<file path="src/clock_source_select_defines.svh">
`ifndef CLOCK_SOURCE_SELECT_DEFINES_SVH
`define CLOCK_SOURCE_SELECT_DEFINES_SVH

// ******************************************************************
// Register offsets
// ******************************************************************
`define ADDR_PROCESSOR_CLOCK_CONFIG 8'h30
`define ADDR_TIMER_CLOCK_CONFIG     8'h31
`define ADDR_CLOCK_IO_CONFIG        8'h32
`define ADDR_PROCESSOR_SPEED        8'hE0

// ******************************************************************
// Reset values
// ******************************************************************
`define RST_TIMER_CLOCK_CONFIG      8'h8F
`define RST_CLOCK_IO_CONFIG         8'h00
`define RST_PROCESSOR_CLOCK_CONFIG  8'h00
`define RST_PROCESSOR_SPEED         3'h0

// ******************************************************************
// Field positions and write masks
// ******************************************************************
`define CAP_DIV_LSB                 6
`define CAP_SEL_LSB                 4
`define INT_DIV_LSB                 2
`define INT_SEL_LSB                 0
`define XSEL_BIT                    4
`define XEN_BIT                     3
`define FBYP_BIT                    2
`define OUTSEL_LSB                  0
`define CLOCK_IO_MASK               8'h1F
`define PROCESSOR_CLOCK_MASK        8'h01

// ******************************************************************
// Timing
// ******************************************************************
`define RECOVERY_SLOW_CYCLES        3
`define CLK_PERIOD_NS               4
`define CRYSTAL_STARTUP_MS          2
`define CRYSTAL_STARTUP_CYCLES      ((`CRYSTAL_STARTUP_MS * 1000000) / `CLK_PERIOD_NS)

`endif

</file>
<file path="src/clock_source_select_pkg.sv">
package clock_source_select_pkg;

  typedef enum logic [1:0] {
    SRC_INTERNAL = 2'h0,
    SRC_EXTERNAL = 2'h1,
    SRC_LOW_POWER = 2'h2,
    SRC_ALT = 2'h3
  } clock_source_t;

  typedef struct packed {
    logic [7:0] addr;
    logic [7:0] wdata;
    logic       wr;
    logic       rd;
  } reg_req_t;

  typedef struct packed {
    logic i;
    logic o;
    logic oe;
  } pad_t;

  typedef enum logic [1:0] {
    PWR_RUN = 2'h0,
    PWR_SLEEP = 2'h1,
    PWR_RECOVER = 2'h2
  } power_state_t;

endpackage

</file>
<file path="src/clock_divider_enable.sv">
`timescale 1ns/1ps
// Turns a source strobe into a divided strobe; a divisor of one passes every strobe.
module clock_divider_enable
  import clock_source_select_pkg::*;
(
  input  wire logic       core_clk,
  input  wire logic       nrst,
  input  wire logic       clk_en,
  input  wire logic       src_tick,
  input  wire logic [7:0] divisor,
  output logic            div_tick
);

  logic [7:0] count_q;
  logic [7:0] count_d;
  logic       tick_q;
  logic       tick_d;

  always_comb begin
    count_d = count_q;
    tick_d  = 1'b0;
    if (src_tick) begin
      if (count_q + 8'h01 >= divisor) begin
        count_d = 8'h00;
        tick_d  = 1'b1;
      end else begin
        count_d = count_q + 8'h01;
      end
    end
  end

  always_ff @(posedge core_clk or negedge nrst) begin
    if (!nrst) begin
      count_q <= 8'h00;
      tick_q  <= 1'b0;
    end else if (clk_en) begin
      count_q <= count_d;
      tick_q  <= tick_d;
    end
  end

  assign div_tick = tick_q;

endmodule // clock_divider_enable

</file>
<file path="src/clock_source_select.sv">
// The address-and-strobe port was decided locally.
`timescale 1ns/1ps
`include "clock_source_select_defines.svh"
// Summary of operation
// - Capture timer source: 00 internal, 01 external path, 10 low-power oscillator.
// - Crystal select set makes the crystal the external clock source.
// - Crystal enable takes clock input from crystal, disables both shared pin drivers.
// - Crystal disabled: clock input comes from pin 0 input path.
// - Filter bypass bit skips the transient filter when set.
// - Clock output select: internal, external path, low-power, processor clock.
// - Sleep entry forces processor source to internal and stops it.
// - Wake runs on internal oscillator, recovered within three slow cycles.
// - Reset returns every clock configuration register to default.
// - After reset internal clocking mode is active.
// - Power-on processor clock is internal oscillator divided by eight.
// - Processor source bit: 0 internal, 1 external path.
// - Processor speed resets to 000, meaning divide by eight.
//
// Clocks are modelled as one-cycle tick strobes in the core_clk domain, so every
// selection and division here is glitch-free by construction.
module clock_source_select
  import clock_source_select_pkg::*;
#(
  parameter logic [7:0] CAP_DIV_0 = 8'h01,
  parameter logic [7:0] CAP_DIV_1 = 8'h02,
  parameter logic [7:0] CAP_DIV_2 = 8'h04,
  parameter logic [7:0] CAP_DIV_3 = 8'h08,
  parameter logic [7:0] INT_DIV_2 = 8'h04,
  parameter logic [7:0] INT_DIV_3 = 8'h08
)(
  input  wire logic       core_clk,
  input  wire logic       nrst,
  input  wire logic       clk_en,
  input  wire reg_req_t   reg_req,
  output logic [7:0]      reg_rdata,
  input  wire logic       internal_osc_tick,
  input  wire logic       low_power_osc_tick,
  input  wire logic       crystal_tick,
  input  wire logic       filtered_clock_input,
  input  wire logic       sleep_request,
  input  wire logic       wake_event,
  input  wire logic       port0_pin0_in,
  input  wire logic       port0_pin0_out,
  input  wire logic       port0_pin0_oe,
  input  wire logic       port0_pin1_out,
  input  wire logic       port0_pin1_oe,
  output pad_t            port0_pin0_pad,
  output pad_t            port0_pin1_pad,
  output logic            crystal_enable,
  output logic            clock_input_pin,
  output logic            clock_output_pin,
  output logic            processor_clock,
  output logic            capture_timer_clock,
  output logic            interval_timer_clock,
  output logic            internal_osc_run,
  output logic            processor_on_internal
);

  // ******************************************************************
  // Configuration registers
  // ******************************************************************
  logic [7:0] timer_clock_config_q;
  logic [7:0] timer_clock_config_d;
  logic [7:0] clock_io_config_q;
  logic [7:0] clock_io_config_d;
  logic [7:0] processor_usb_clock_config_q;
  logic [7:0] processor_usb_clock_config_d;
  logic [2:0] processor_speed_q;
  logic [2:0] processor_speed_d;
  logic [7:0] rdata_q;
  logic [7:0] rdata_d;
  logic       sleep_force;

  always_comb begin
    timer_clock_config_d         = timer_clock_config_q;
    clock_io_config_d            = clock_io_config_q;
    processor_usb_clock_config_d = processor_usb_clock_config_q;
    processor_speed_d            = processor_speed_q;
    rdata_d                      = 8'h00;
    if (reg_req.wr) begin
      unique case (reg_req.addr)
        `ADDR_TIMER_CLOCK_CONFIG:     timer_clock_config_d = reg_req.wdata;
        `ADDR_CLOCK_IO_CONFIG:        clock_io_config_d = reg_req.wdata & `CLOCK_IO_MASK;
        `ADDR_PROCESSOR_CLOCK_CONFIG: processor_usb_clock_config_d = reg_req.wdata & `PROCESSOR_CLOCK_MASK;
        `ADDR_PROCESSOR_SPEED:        processor_speed_d = reg_req.wdata[2:0];
        default: begin
        end
      endcase
    end
    // Hardware forcing on sleep wins over a write in the same cycle.
    if (sleep_force) begin
      processor_usb_clock_config_d[0] = 1'b0;
    end
    if (reg_req.rd) begin
      unique case (reg_req.addr)
        `ADDR_TIMER_CLOCK_CONFIG:     rdata_d = timer_clock_config_q;
        `ADDR_CLOCK_IO_CONFIG:        rdata_d = clock_io_config_q;
        `ADDR_PROCESSOR_CLOCK_CONFIG: rdata_d = processor_usb_clock_config_q;
        `ADDR_PROCESSOR_SPEED:        rdata_d = {5'h00, processor_speed_q};
        default:                      rdata_d = 8'h00;
      endcase
    end
  end

  always_ff @(posedge core_clk or negedge nrst) begin
    if (!nrst) begin
      timer_clock_config_q         <= `RST_TIMER_CLOCK_CONFIG;
      clock_io_config_q            <= `RST_CLOCK_IO_CONFIG;
      processor_usb_clock_config_q <= `RST_PROCESSOR_CLOCK_CONFIG;
      processor_speed_q            <= `RST_PROCESSOR_SPEED;
      rdata_q                      <= 8'h00;
    end else if (clk_en) begin
      timer_clock_config_q         <= timer_clock_config_d;
      clock_io_config_q            <= clock_io_config_d;
      processor_usb_clock_config_q <= processor_usb_clock_config_d;
      processor_speed_q            <= processor_speed_d;
      rdata_q                      <= rdata_d;
    end
  end

  assign reg_rdata = rdata_q;

  // ******************************************************************
  // Sleep and wake sequencing
  // ******************************************************************
  power_state_t power_q;
  power_state_t power_d;
  logic [1:0]   recover_q;
  logic [1:0]   recover_d;

  always_comb begin
    power_d     = power_q;
    recover_d   = recover_q;
    sleep_force = 1'b0;
    unique case (power_q)
      PWR_RUN: begin
        if (sleep_request) begin
          power_d     = PWR_SLEEP;
          sleep_force = 1'b1;
        end
      end
      PWR_SLEEP: begin
        sleep_force = 1'b1;
        if (wake_event) begin
          power_d   = PWR_RECOVER;
          recover_d = 2'h0;
        end
      end
      PWR_RECOVER: begin
        // The oscillator is back after three low-power cycles, never later.
        if (low_power_osc_tick) begin
          if (recover_q == 2'(`RECOVERY_SLOW_CYCLES - 1)) begin
            power_d = PWR_RUN;
          end else begin
            recover_d = recover_q + 2'h1;
          end
        end
      end
      default: power_d = PWR_RUN;
    endcase
  end

  always_ff @(posedge core_clk or negedge nrst) begin
    if (!nrst) begin
      power_q   <= PWR_RUN;
      recover_q <= 2'h0;
    end else if (clk_en) begin
      power_q   <= power_d;
      recover_q <= recover_d;
    end
  end

  assign internal_osc_run = (power_q == PWR_RUN);
  logic internal_tick;
  assign internal_tick = internal_osc_tick & internal_osc_run;

  // ******************************************************************
  // Clock input path and shared pads
  // ******************************************************************
  logic crystal_on;
  logic external_tick;
  logic pin_clock;
  assign crystal_on     = clock_io_config_q[`XEN_BIT];
  assign crystal_enable = crystal_on;
  // Without a crystal the raw pin feeds the clock input, filtered unless bypassed.
  assign pin_clock = clock_io_config_q[`FBYP_BIT] ? port0_pin0_in : filtered_clock_input;
  assign clock_input_pin = crystal_on ? crystal_tick : pin_clock;
  // The crystal drives the external path whenever enabled, whether selected or not; a selected
  // but stopped crystal yields no ticks rather than falling back silently to the pin.
  assign external_tick = clock_io_config_q[`XSEL_BIT] ? (crystal_on & crystal_tick) : clock_input_pin;

  always_comb begin
    port0_pin0_pad.i  = port0_pin0_in;
    port0_pin0_pad.o  = port0_pin0_out;
    port0_pin0_pad.oe = port0_pin0_oe & ~crystal_on;
    port0_pin1_pad.i  = 1'b0;
    port0_pin1_pad.o  = port0_pin1_out;
    port0_pin1_pad.oe = port0_pin1_oe & ~crystal_on;
  end

  // ******************************************************************
  // Source selection
  // ******************************************************************
  function automatic logic pick(input logic [1:0] sel, input logic a, input logic b,
                                input logic c, input logic d);
    unique case (sel)
      2'h0:    pick = a;
      2'h1:    pick = b;
      2'h2:    pick = c;
      default: pick = d;
    endcase
  endfunction

  logic processor_src_tick;
  logic cap_src_tick;
  logic int_src_tick;
  logic cap_tick;
  logic int_tick;
  logic proc_tick;
  logic [7:0] cap_div;
  logic [7:0] int_div;
  logic [7:0] proc_div;

  assign processor_on_internal = ~processor_usb_clock_config_q[0];
  assign processor_src_tick = processor_usb_clock_config_q[0] ? external_tick : internal_tick;
  // Code 11 of the capture source is reserved here and yields no clock.
  assign cap_src_tick = pick(timer_clock_config_q[`CAP_SEL_LSB +: 2], internal_tick, external_tick,
                             low_power_osc_tick, 1'b0);
  assign int_src_tick = pick(timer_clock_config_q[`INT_SEL_LSB +: 2], internal_tick, external_tick,
                             low_power_osc_tick, cap_tick);

  always_comb begin
    unique case (timer_clock_config_q[`CAP_DIV_LSB +: 2])
      2'h0:    cap_div = CAP_DIV_0;
      2'h1:    cap_div = CAP_DIV_1;
      2'h2:    cap_div = CAP_DIV_2;
      default: cap_div = CAP_DIV_3;
    endcase
    unique case (timer_clock_config_q[`INT_DIV_LSB +: 2])
      2'h0:    int_div = 8'h01;
      2'h1:    int_div = 8'h02;
      2'h2:    int_div = INT_DIV_2;
      default: int_div = INT_DIV_3;
    endcase
    // Codes 110 and 111 are reserved and both divide by 128, slower than any other code.
    case (processor_speed_q)
      3'h0:    proc_div = 8'h08;
      3'h1:    proc_div = 8'h04;
      3'h2:    proc_div = 8'h02;
      3'h3:    proc_div = 8'h01;
      3'h4:    proc_div = 8'h10;
      3'h5:    proc_div = 8'h20;
      default: proc_div = 8'h80;
    endcase
  end

  // ******************************************************************
  // Dividers
  // ******************************************************************
  logic [2:0] div_src;
  logic [2:0] div_out;
  logic [7:0] div_val [3];
  assign div_src    = {processor_src_tick, int_src_tick, cap_src_tick};
  assign div_val[0] = cap_div;
  assign div_val[1] = int_div;
  assign div_val[2] = proc_div;

  genvar g;
  generate
    for (g = 0; g < 3; g++) begin : g_div
      clock_divider_enable u_div (
        .core_clk (core_clk),
        .nrst     (nrst),
        .clk_en   (clk_en),
        .src_tick (div_src[g]),
        .divisor  (div_val[g]),
        .div_tick (div_out[g])
      );
    end
  endgenerate

  assign cap_tick  = div_out[0];
  assign int_tick  = div_out[1];
  assign proc_tick = div_out[2];

  assign capture_timer_clock  = cap_tick;
  assign interval_timer_clock = int_tick;
  assign processor_clock      = proc_tick;
  assign clock_output_pin = pick(clock_io_config_q[`OUTSEL_LSB +: 2], internal_tick, external_tick,
                                 low_power_osc_tick, proc_tick);

endmodule // clock_source_select

</file>
<file path="config.mk">
export PLATFORM = sky130hd
export DESIGN_NAME = clock_source_select
export DESIGN_NICKNAME = d
export VERILOG_FILES = /design/src/clock_source_select_pkg.sv /design/src/clock_divider_enable.sv /design/src/clock_source_select.sv
export VERILOG_INCLUDE_DIRS = /design/src /design/src/src
export SDC_FILE = /design/constraint.sdc
export NUM_CORES = 1
export LEC_CHECK = 0
export ABC_AREA = 1
export BUFFER_PORTS_ARGS = -buffer_cell sky130_fd_sc_hd__buf_2
export CORE_MARGIN = 1.5
export CORE_UTILIZATION = 57
export DETAILED_ROUTE_END_ITERATION = 10
export PLACE_DENSITY = 0.81
export SYNTH_ARGS = -nofsm -noshare
export SYNTH_HDL_FRONTEND = slang
export SYNTH_SLANG_ARGS = --single-unit
</file>
<file path="constraint.sdc">
create_clock -name core_clk -period 2.5 [get_ports core_clk]
set_clock_uncertainty 0.05 [all_clocks]
set_input_delay 0.25 -clock core_clk [delete_from_list [all_inputs] [get_ports core_clk]]
set_output_delay 0.25 -clock core_clk [all_outputs]
set_load 0.01 [all_outputs]
</file>
# == Word level (Yosys, flattened, before mapping) ==
# Index checks and enable logic that the tools add are counted.
# classes
n_bitwise,6
eq_ne,27
n_lt_le_gt_ge,3
mux,35
n_reduce_logical,19
addsub,4
# op_table
op,n
$pmux 8 s6,1
$mux 8,4
$pmux 8 s4,1
$add 8x1->8 const B,3
$eq 8x6->1 const B,3
$pmux 4 s3,2
$ge 8x4->1,2
$eq 2x2->1 const B,7
$mux 1,14
$mux 2,7
$eq 2x1->1 const B,6
$logic_not 2->1,6
$reduce_and 3->1,4
$ne 2x2->1 const B,5
$reduce_and 5->1,2
$pmux 1 s3,3
$eq 8x8->1 const B,1
$ge 8x8->1,1
$eq 3x2->1 const B,2
$eq 3x3->1 const B,2
$pmux 2 s3,1
$reduce_and 2->1,3
$reduce_bool 2->1,3
$and 1x1->1,4
6 further kinds,7
# totals
reg_bits,56
wordCells,107

# == Longest topological paths before layout ==
# logic_depth
word_depth,5
depth_mapped,12

# == Modules after synthesis ==
# From an unflattened synthesis, not the netlist that was laid out.
# hier_totals
cells_unflattened,552
hier_area_um2,4008.8
# by_module_without_submodules
mod,cells_per_inst,instances,area_each_um2,seq_area_each_um2
clock_divider_enable,102,3,747.0,225.2
clock_source_select,246,1,1767.9,732.0

# == Worst setup path after synthesis ==
# No wires, ideal clock.
# synth_timing
path_kind,flip-flop to flip-flop
startpoint,register timer_clock_config_q[2]
endpoint,register g_div[1].u_div.count_q[0]
stages_incl_launch_ff,11
synth_period_minus_slack_ns,1.928
path_buffers,0
setup_slack_ns,0.572
setup_time_ns,0.065
arrival_time_ns,1.814
cell_sequence,dfstp_2 > inv_1 > or2_2 > ha_1 > o21ai_0 > a21boi_0 > o21ai_0 > nand2_1 > nor2_1 > nand2_1 > nand2_1
# synth_between
elab_chain_cells,4
elab_cells_between_ends,6
classes_between,1 x order compare; 2 x eq/ne; 2 x mux; 1 x reduce/logical
# synth_rtl
element,line,text
from (decl),clock_source_select.sv:62,logic [7:0] timer_clock_config_q;
from (signal assigned),clock_source_select.sv:107,timer_clock_config_q <= `RST_TIMER_CLOCK_CONFIG;
from (signal assigned),clock_source_select.sv:113,timer_clock_config_q <= timer_clock_config_d;
"$eq 2x2->1, or another cell as far along",clock_source_select.sv:239,unique case (timer_clock_config_q[`INT_DIV_LSB +: 2])
$pmux 4 s3 (*),clock_source_select.sv:239,
$ge 8x4->1 (*),clock_divider_enable.sv:23,if (count_q + 8'h01 >= divisor) begin
$mux 8 (*),clock_divider_enable.sv:23,
to (signal assigned),clock_divider_enable.sv:37,count_q <= count_d;
to (decl),clock_divider_enable.sv:14,logic [7:0] count_q;
# Mark *: on every way between the ends. The rest lies on a longest branch, timed or not.
# A chain may end at the register's enable or synchronous reset.

# == Worst setup path in the final report ==
# layout_timing
startpoint,register g_div[2].u_div.count_q[0]
endpoint,register g_div[2].u_div.tick_q
# layout_between
elab_chain_cells,4
# layout_rtl
element,line,text
from (decl),clock_divider_enable.sv:14,
from (signal assigned),clock_divider_enable.sv:37,
$add 8x1->8,clock_divider_enable.sv:23,
$ge 8x8->1,clock_divider_enable.sv:23,
$mux 1,clock_divider_enable.sv:23,
$mux 1,clock_divider_enable.sv:22,if (src_tick) begin
to (signal assigned),clock_divider_enable.sv:38,tick_q <= tick_d;
to (decl),clock_divider_enable.sv:16,logic tick_q;
# Every way passes these cells.

==> results.txt <==
The depth of the CTS H-tree is 2. The top achievable clock speed is 463 MHz. The area growth from synthesis to layout is 11.3%. The synthesized design contains 0 enable-type register cells. Entering global routing, the biggest net connects 57 pins. The first-pass iteration count of the detailed router is 6. The cell area after synthesis came out at 3440 um2. The type of the worst min-delay path is in -> async. Counting tap cells, the placed design contains a total of 571 instances. The count of final max-slew check failures came out at 0. The die outline area came out at 6510 um2.

Among all stages on the critical path, the largest delay is contributed by dfrtp_1. Walking the worst path, the cells encountered are nand3_1 -> inv_1 -> nand3_1 -> xor2_1 -> inv_1 -> ha_1 -> a21oi_1 -> nor2_2 -> nor2_4 -> nand3_4 -> nand2_1 -> nand2_1. Summed over all cells, the static leakage comes to 2.04 nW. During I/O placement, the number of pins put on the boundary was 54. The number of buffers between clock root and the deepest sink came out at 2.

The first-pass GRT wire length came out at 12,300 um. The number of nets handed over by synthesis was 504. STA classifies the critical path startpoint as a register. The critical path ends at g_div[2].u_div.div_tick$_DFFE_PN0P_. Counting both buffers and inverters, the worst setup path holds a total of 2. The number of rows created at floorplan came out at 28. The die outline width came out at 80.7 um. The die span in y is 80.7 um. The post-synthesis cell type count came out at 37. The post-detailed-route count of antenna-violating nets came out at 0.

At the placement stage, the worst setup path has a slack of 0.358 ns. The count of hold-fix buffers inserted at cts came out at 0. The initial antenna violation count came to 0. The post-CTS resize count is 0. The sequential-to-total area share from yosys stat is 40.9%.

The run finished with clean final reports. Global routing used 24.1% of the available tracks across all layers. The HPWL after detailed placement is 5410 um. The utilization after layout is 65.1%. The source of the worst register-to-register timing path is g_div[2].u_div.count_q[0]$_DFFE_PN0P_.

The wire length after detailed routing came out at 7110 um. The count of endpoints failing hold in the final timing report is 0. The transition time at the pin with the least slew margin is 0.713 ns. For flop-to-flop paths, the worst setup slack is 0.34 ns. The area of the core came out at 5890 um2. Setup repair after global routing left no endpoint under its margin. The layout has 534 filler cells. The worst register-to-register path has a depth of 12. After clock tree synthesis, the clock-pin slew on the worst setup and hold paths is 0.10 ns. After synthesis, the mean cell area works out to 7.60 um2. STA classifies the critical path endpoint as a register. The via count of the first global-routing pass came out at 2,896. For the finished layout, the period the worst path requires is 2.16 ns. The count of placed standard cells in the final layout, fillers left out came out at 579.

For the worst-skew pair, the clock arrives at the later sink with an insertion delay of 0.31 ns. After detailed routing, the number of remaining DRC violations is 0. Setup violations remaining at the end of the flow were counted as 0. The portion of the clock cycle consumed by the worst path in the final layout came out at 86.3%. Power spread over the standard cell area amounts to 651 nW/um2.

The least setup slack across all paths after layout is 0.342 ns. The worst ir drop on vdd is 0.000501 V. For this block, the via count after detailed routing is 2,995. The placer congestion estimate came out at 0.842.

The gate count of the mapped netlist is 453. Headroom to the max-slew limit came out at 52.5%. The maximum net fanout on the critical path is 9.

The number of register bits inferred by synthesis is 56. The routed via count divided by cell count is 5.17. The routed length per placed instance came out at 12.3 um. The startpoint of the most critical setup path is g_div[2].u_div.count_q[0]$_DFFE_PN0P_.

The commonest non-fill, non-tap cell in the layout is nand2_1. The global route total overflow is 0. The clock tree from TritonCTS is yes. The clock sink count came out at 56. Setup total negative slack on the finished layout was measured at 0 ns.

The worst path arrival time is 2.32 ns. 0 antenna diodes ended up in the layout. The number of buffers inserted by port buffering is 48.

The number of buffers inserted to repair setup after CTS came out at 0. The count of synthesis-stage warnings from yosys is 0. The instance count on the critical path came out at 12. Of all flip-flops after synthesis, the portion carrying an async set or reset was 100%. By startpoint and endpoint, the worst setup path is classified as reg -> reg.

The number of buffers created by CTS is 5. Once the floorplan was initialized, standard cells occupied 58.5% of the core. In this run the critical register-to-register path is captured at g_div[2].u_div.div_tick$_DFFE_PN0P_.

The post-layout net count came out at 554. The library cells used most frequently in the layout, excluding fill and tap cells, are nand2_1, inv_1, dfrtp_1, buf_2, nor2_1. CTS placed an instance of clkbuf_8 at the clock tree root. The worst stage delay on the critical path came out at 0.44 ns.

The starting DRC count in detailed routing is 161. The ratio of cells with drive above 1 in the final layout came out at 18.7%. The max-capacitance violation count came out at 0.

The most used flip-flop cell after synthesis is dfrtp_1. For the worst setup path, the data required time is 2.66 ns. Grouping stages by cell kind, the critical path spends the most delay in simple AND/OR/NAND/NOR gates.
power by group:
group	internal, mW	total (mW)	switching (mW)
Clock	0.197	0.495	0.299
Sequential	1.01	1.14	0.127
Combinational	0.328	0.854	0.526
Total	1.54	2.49	0.951
how the worst min path moves through the flow:
stage	from	to	slack [ns]	depth (start not counted)
2_1_floorplan	nrst	clock_io_config_q[0]$_DFFE_PN0P_	-0.1	0
3_3_place_gp	nrst	g_div[1].u_div.count_q[6]$_DFFE_PN0P_	0.38	2
3_5_place_dp	nrst	g_div[1].u_div.count_q[5]$_DFFE_PN0P_	0.38	2
4_1_cts	nrst	g_div[1].u_div.count_q[6]$_DFFE_PN0P_	0.04	2
5_1_grt	nrst	g_div[1].u_div.count_q[7]$_DFFE_PN0P_	0.08	2
6_report	nrst	g_div[1].u_div.count_q[1]$_DFFE_PN0P_	0.007	2
sequential cells by signal, summed over array words and instances (netlist names):
register	flops
reg_rdata	8
power_q	2
clock_io_config_q	5
g_div.u_div.div_tick	3
processor_speed_q	3
g_div.u_div.count_q	24
processor_usb_clock_config_q	1
timer_clock_config_q	8
recover_q	2
worst reg2reg max path: cells and delay by family, from the launching register on:
| kind | cells | cell delay (ns) |
|---|---|---|
| xor+xnor | 1 | 0.15 |
| flops | 1 | 0.44 |
| buf+inv | 2 | 0.18 |
| simple gates | 7 | 0.73 |
| compound gates | 1 | 0.18 |
| fa+ha+maj | 1 | 0.31 |
routing by layer:
metal  routed length (um)  vias up  track usage (%)
met2                 3550       45             43.4
met1                 3260     1407             30.1
met5                    0        -                0
met4                   55        0             5.00
li1                     -     1536                -
met3                  246        7             4.09
kinds of logic after synthesis:
group                    count (synthesis)  share of synthesized area (%)
XOR/XNOR                                 9                           2.29
AO/OA/AOI/OAI                           68                           12.0
AND/OR/NAND/NOR                        220                           28.3
multiplexers                             1                          0.327
other                                    1                          0.109
flip-flops                              56                           40.9
adder cells (fa/ha/maj)                 19                           6.91
buffers and inverters                   79                           9.09
metrics by stage:
step                cell area [um2]  power [mW]  hold WS (ns)
floorplan                      3440        1.78       -0.0956
global placement               3740        1.97         0.377
detailed placement             3740        2.01         0.383
CTS                            3830        2.51        0.0416
global route                   3830        2.69        0.0844
finish                         3830        2.49       0.00667
Yosys cell counts, types with 2 or more instances:
master,n,area (um2)
a32o_1,3,30.0
inv_1,70,263
nand2_2,8,50.1
o211ai_1,3,22.5
a21boi_0,3,22.5
nor2_4,3,33.8
buf_4,4,30.0
a21oi_2,3,26.3
inv_2,3,11.3
nor2_2,3,18.8
nand3_1,26,130
nand2_1,124,465
nor3_1,6,30.0
nor2_1,37,139
o21ai_2,6,52.6
o21ai_0,35,175
ha_1,19,238
nand4_1,3,18.8
dfstp_2,5,131
dfrtp_1,51,1280
nand3_2,3,30.0
xor2_1,9,78.8
or2_1,2,12.5
a21oi_1,11,55.1
cell type report:
type                    instances  area, um2  area share, %
clock buffers                   6       72.6           1.90
clock inverters                 2       12.5          0.327
inverters                      73        274           7.16
multi-input cells             318       1720           44.9
flip-flops and latches         56       1410           36.8
well taps                      75       93.8           2.45
repair buffers                 49        248           6.47
Power figures use the tool's default switching activity.
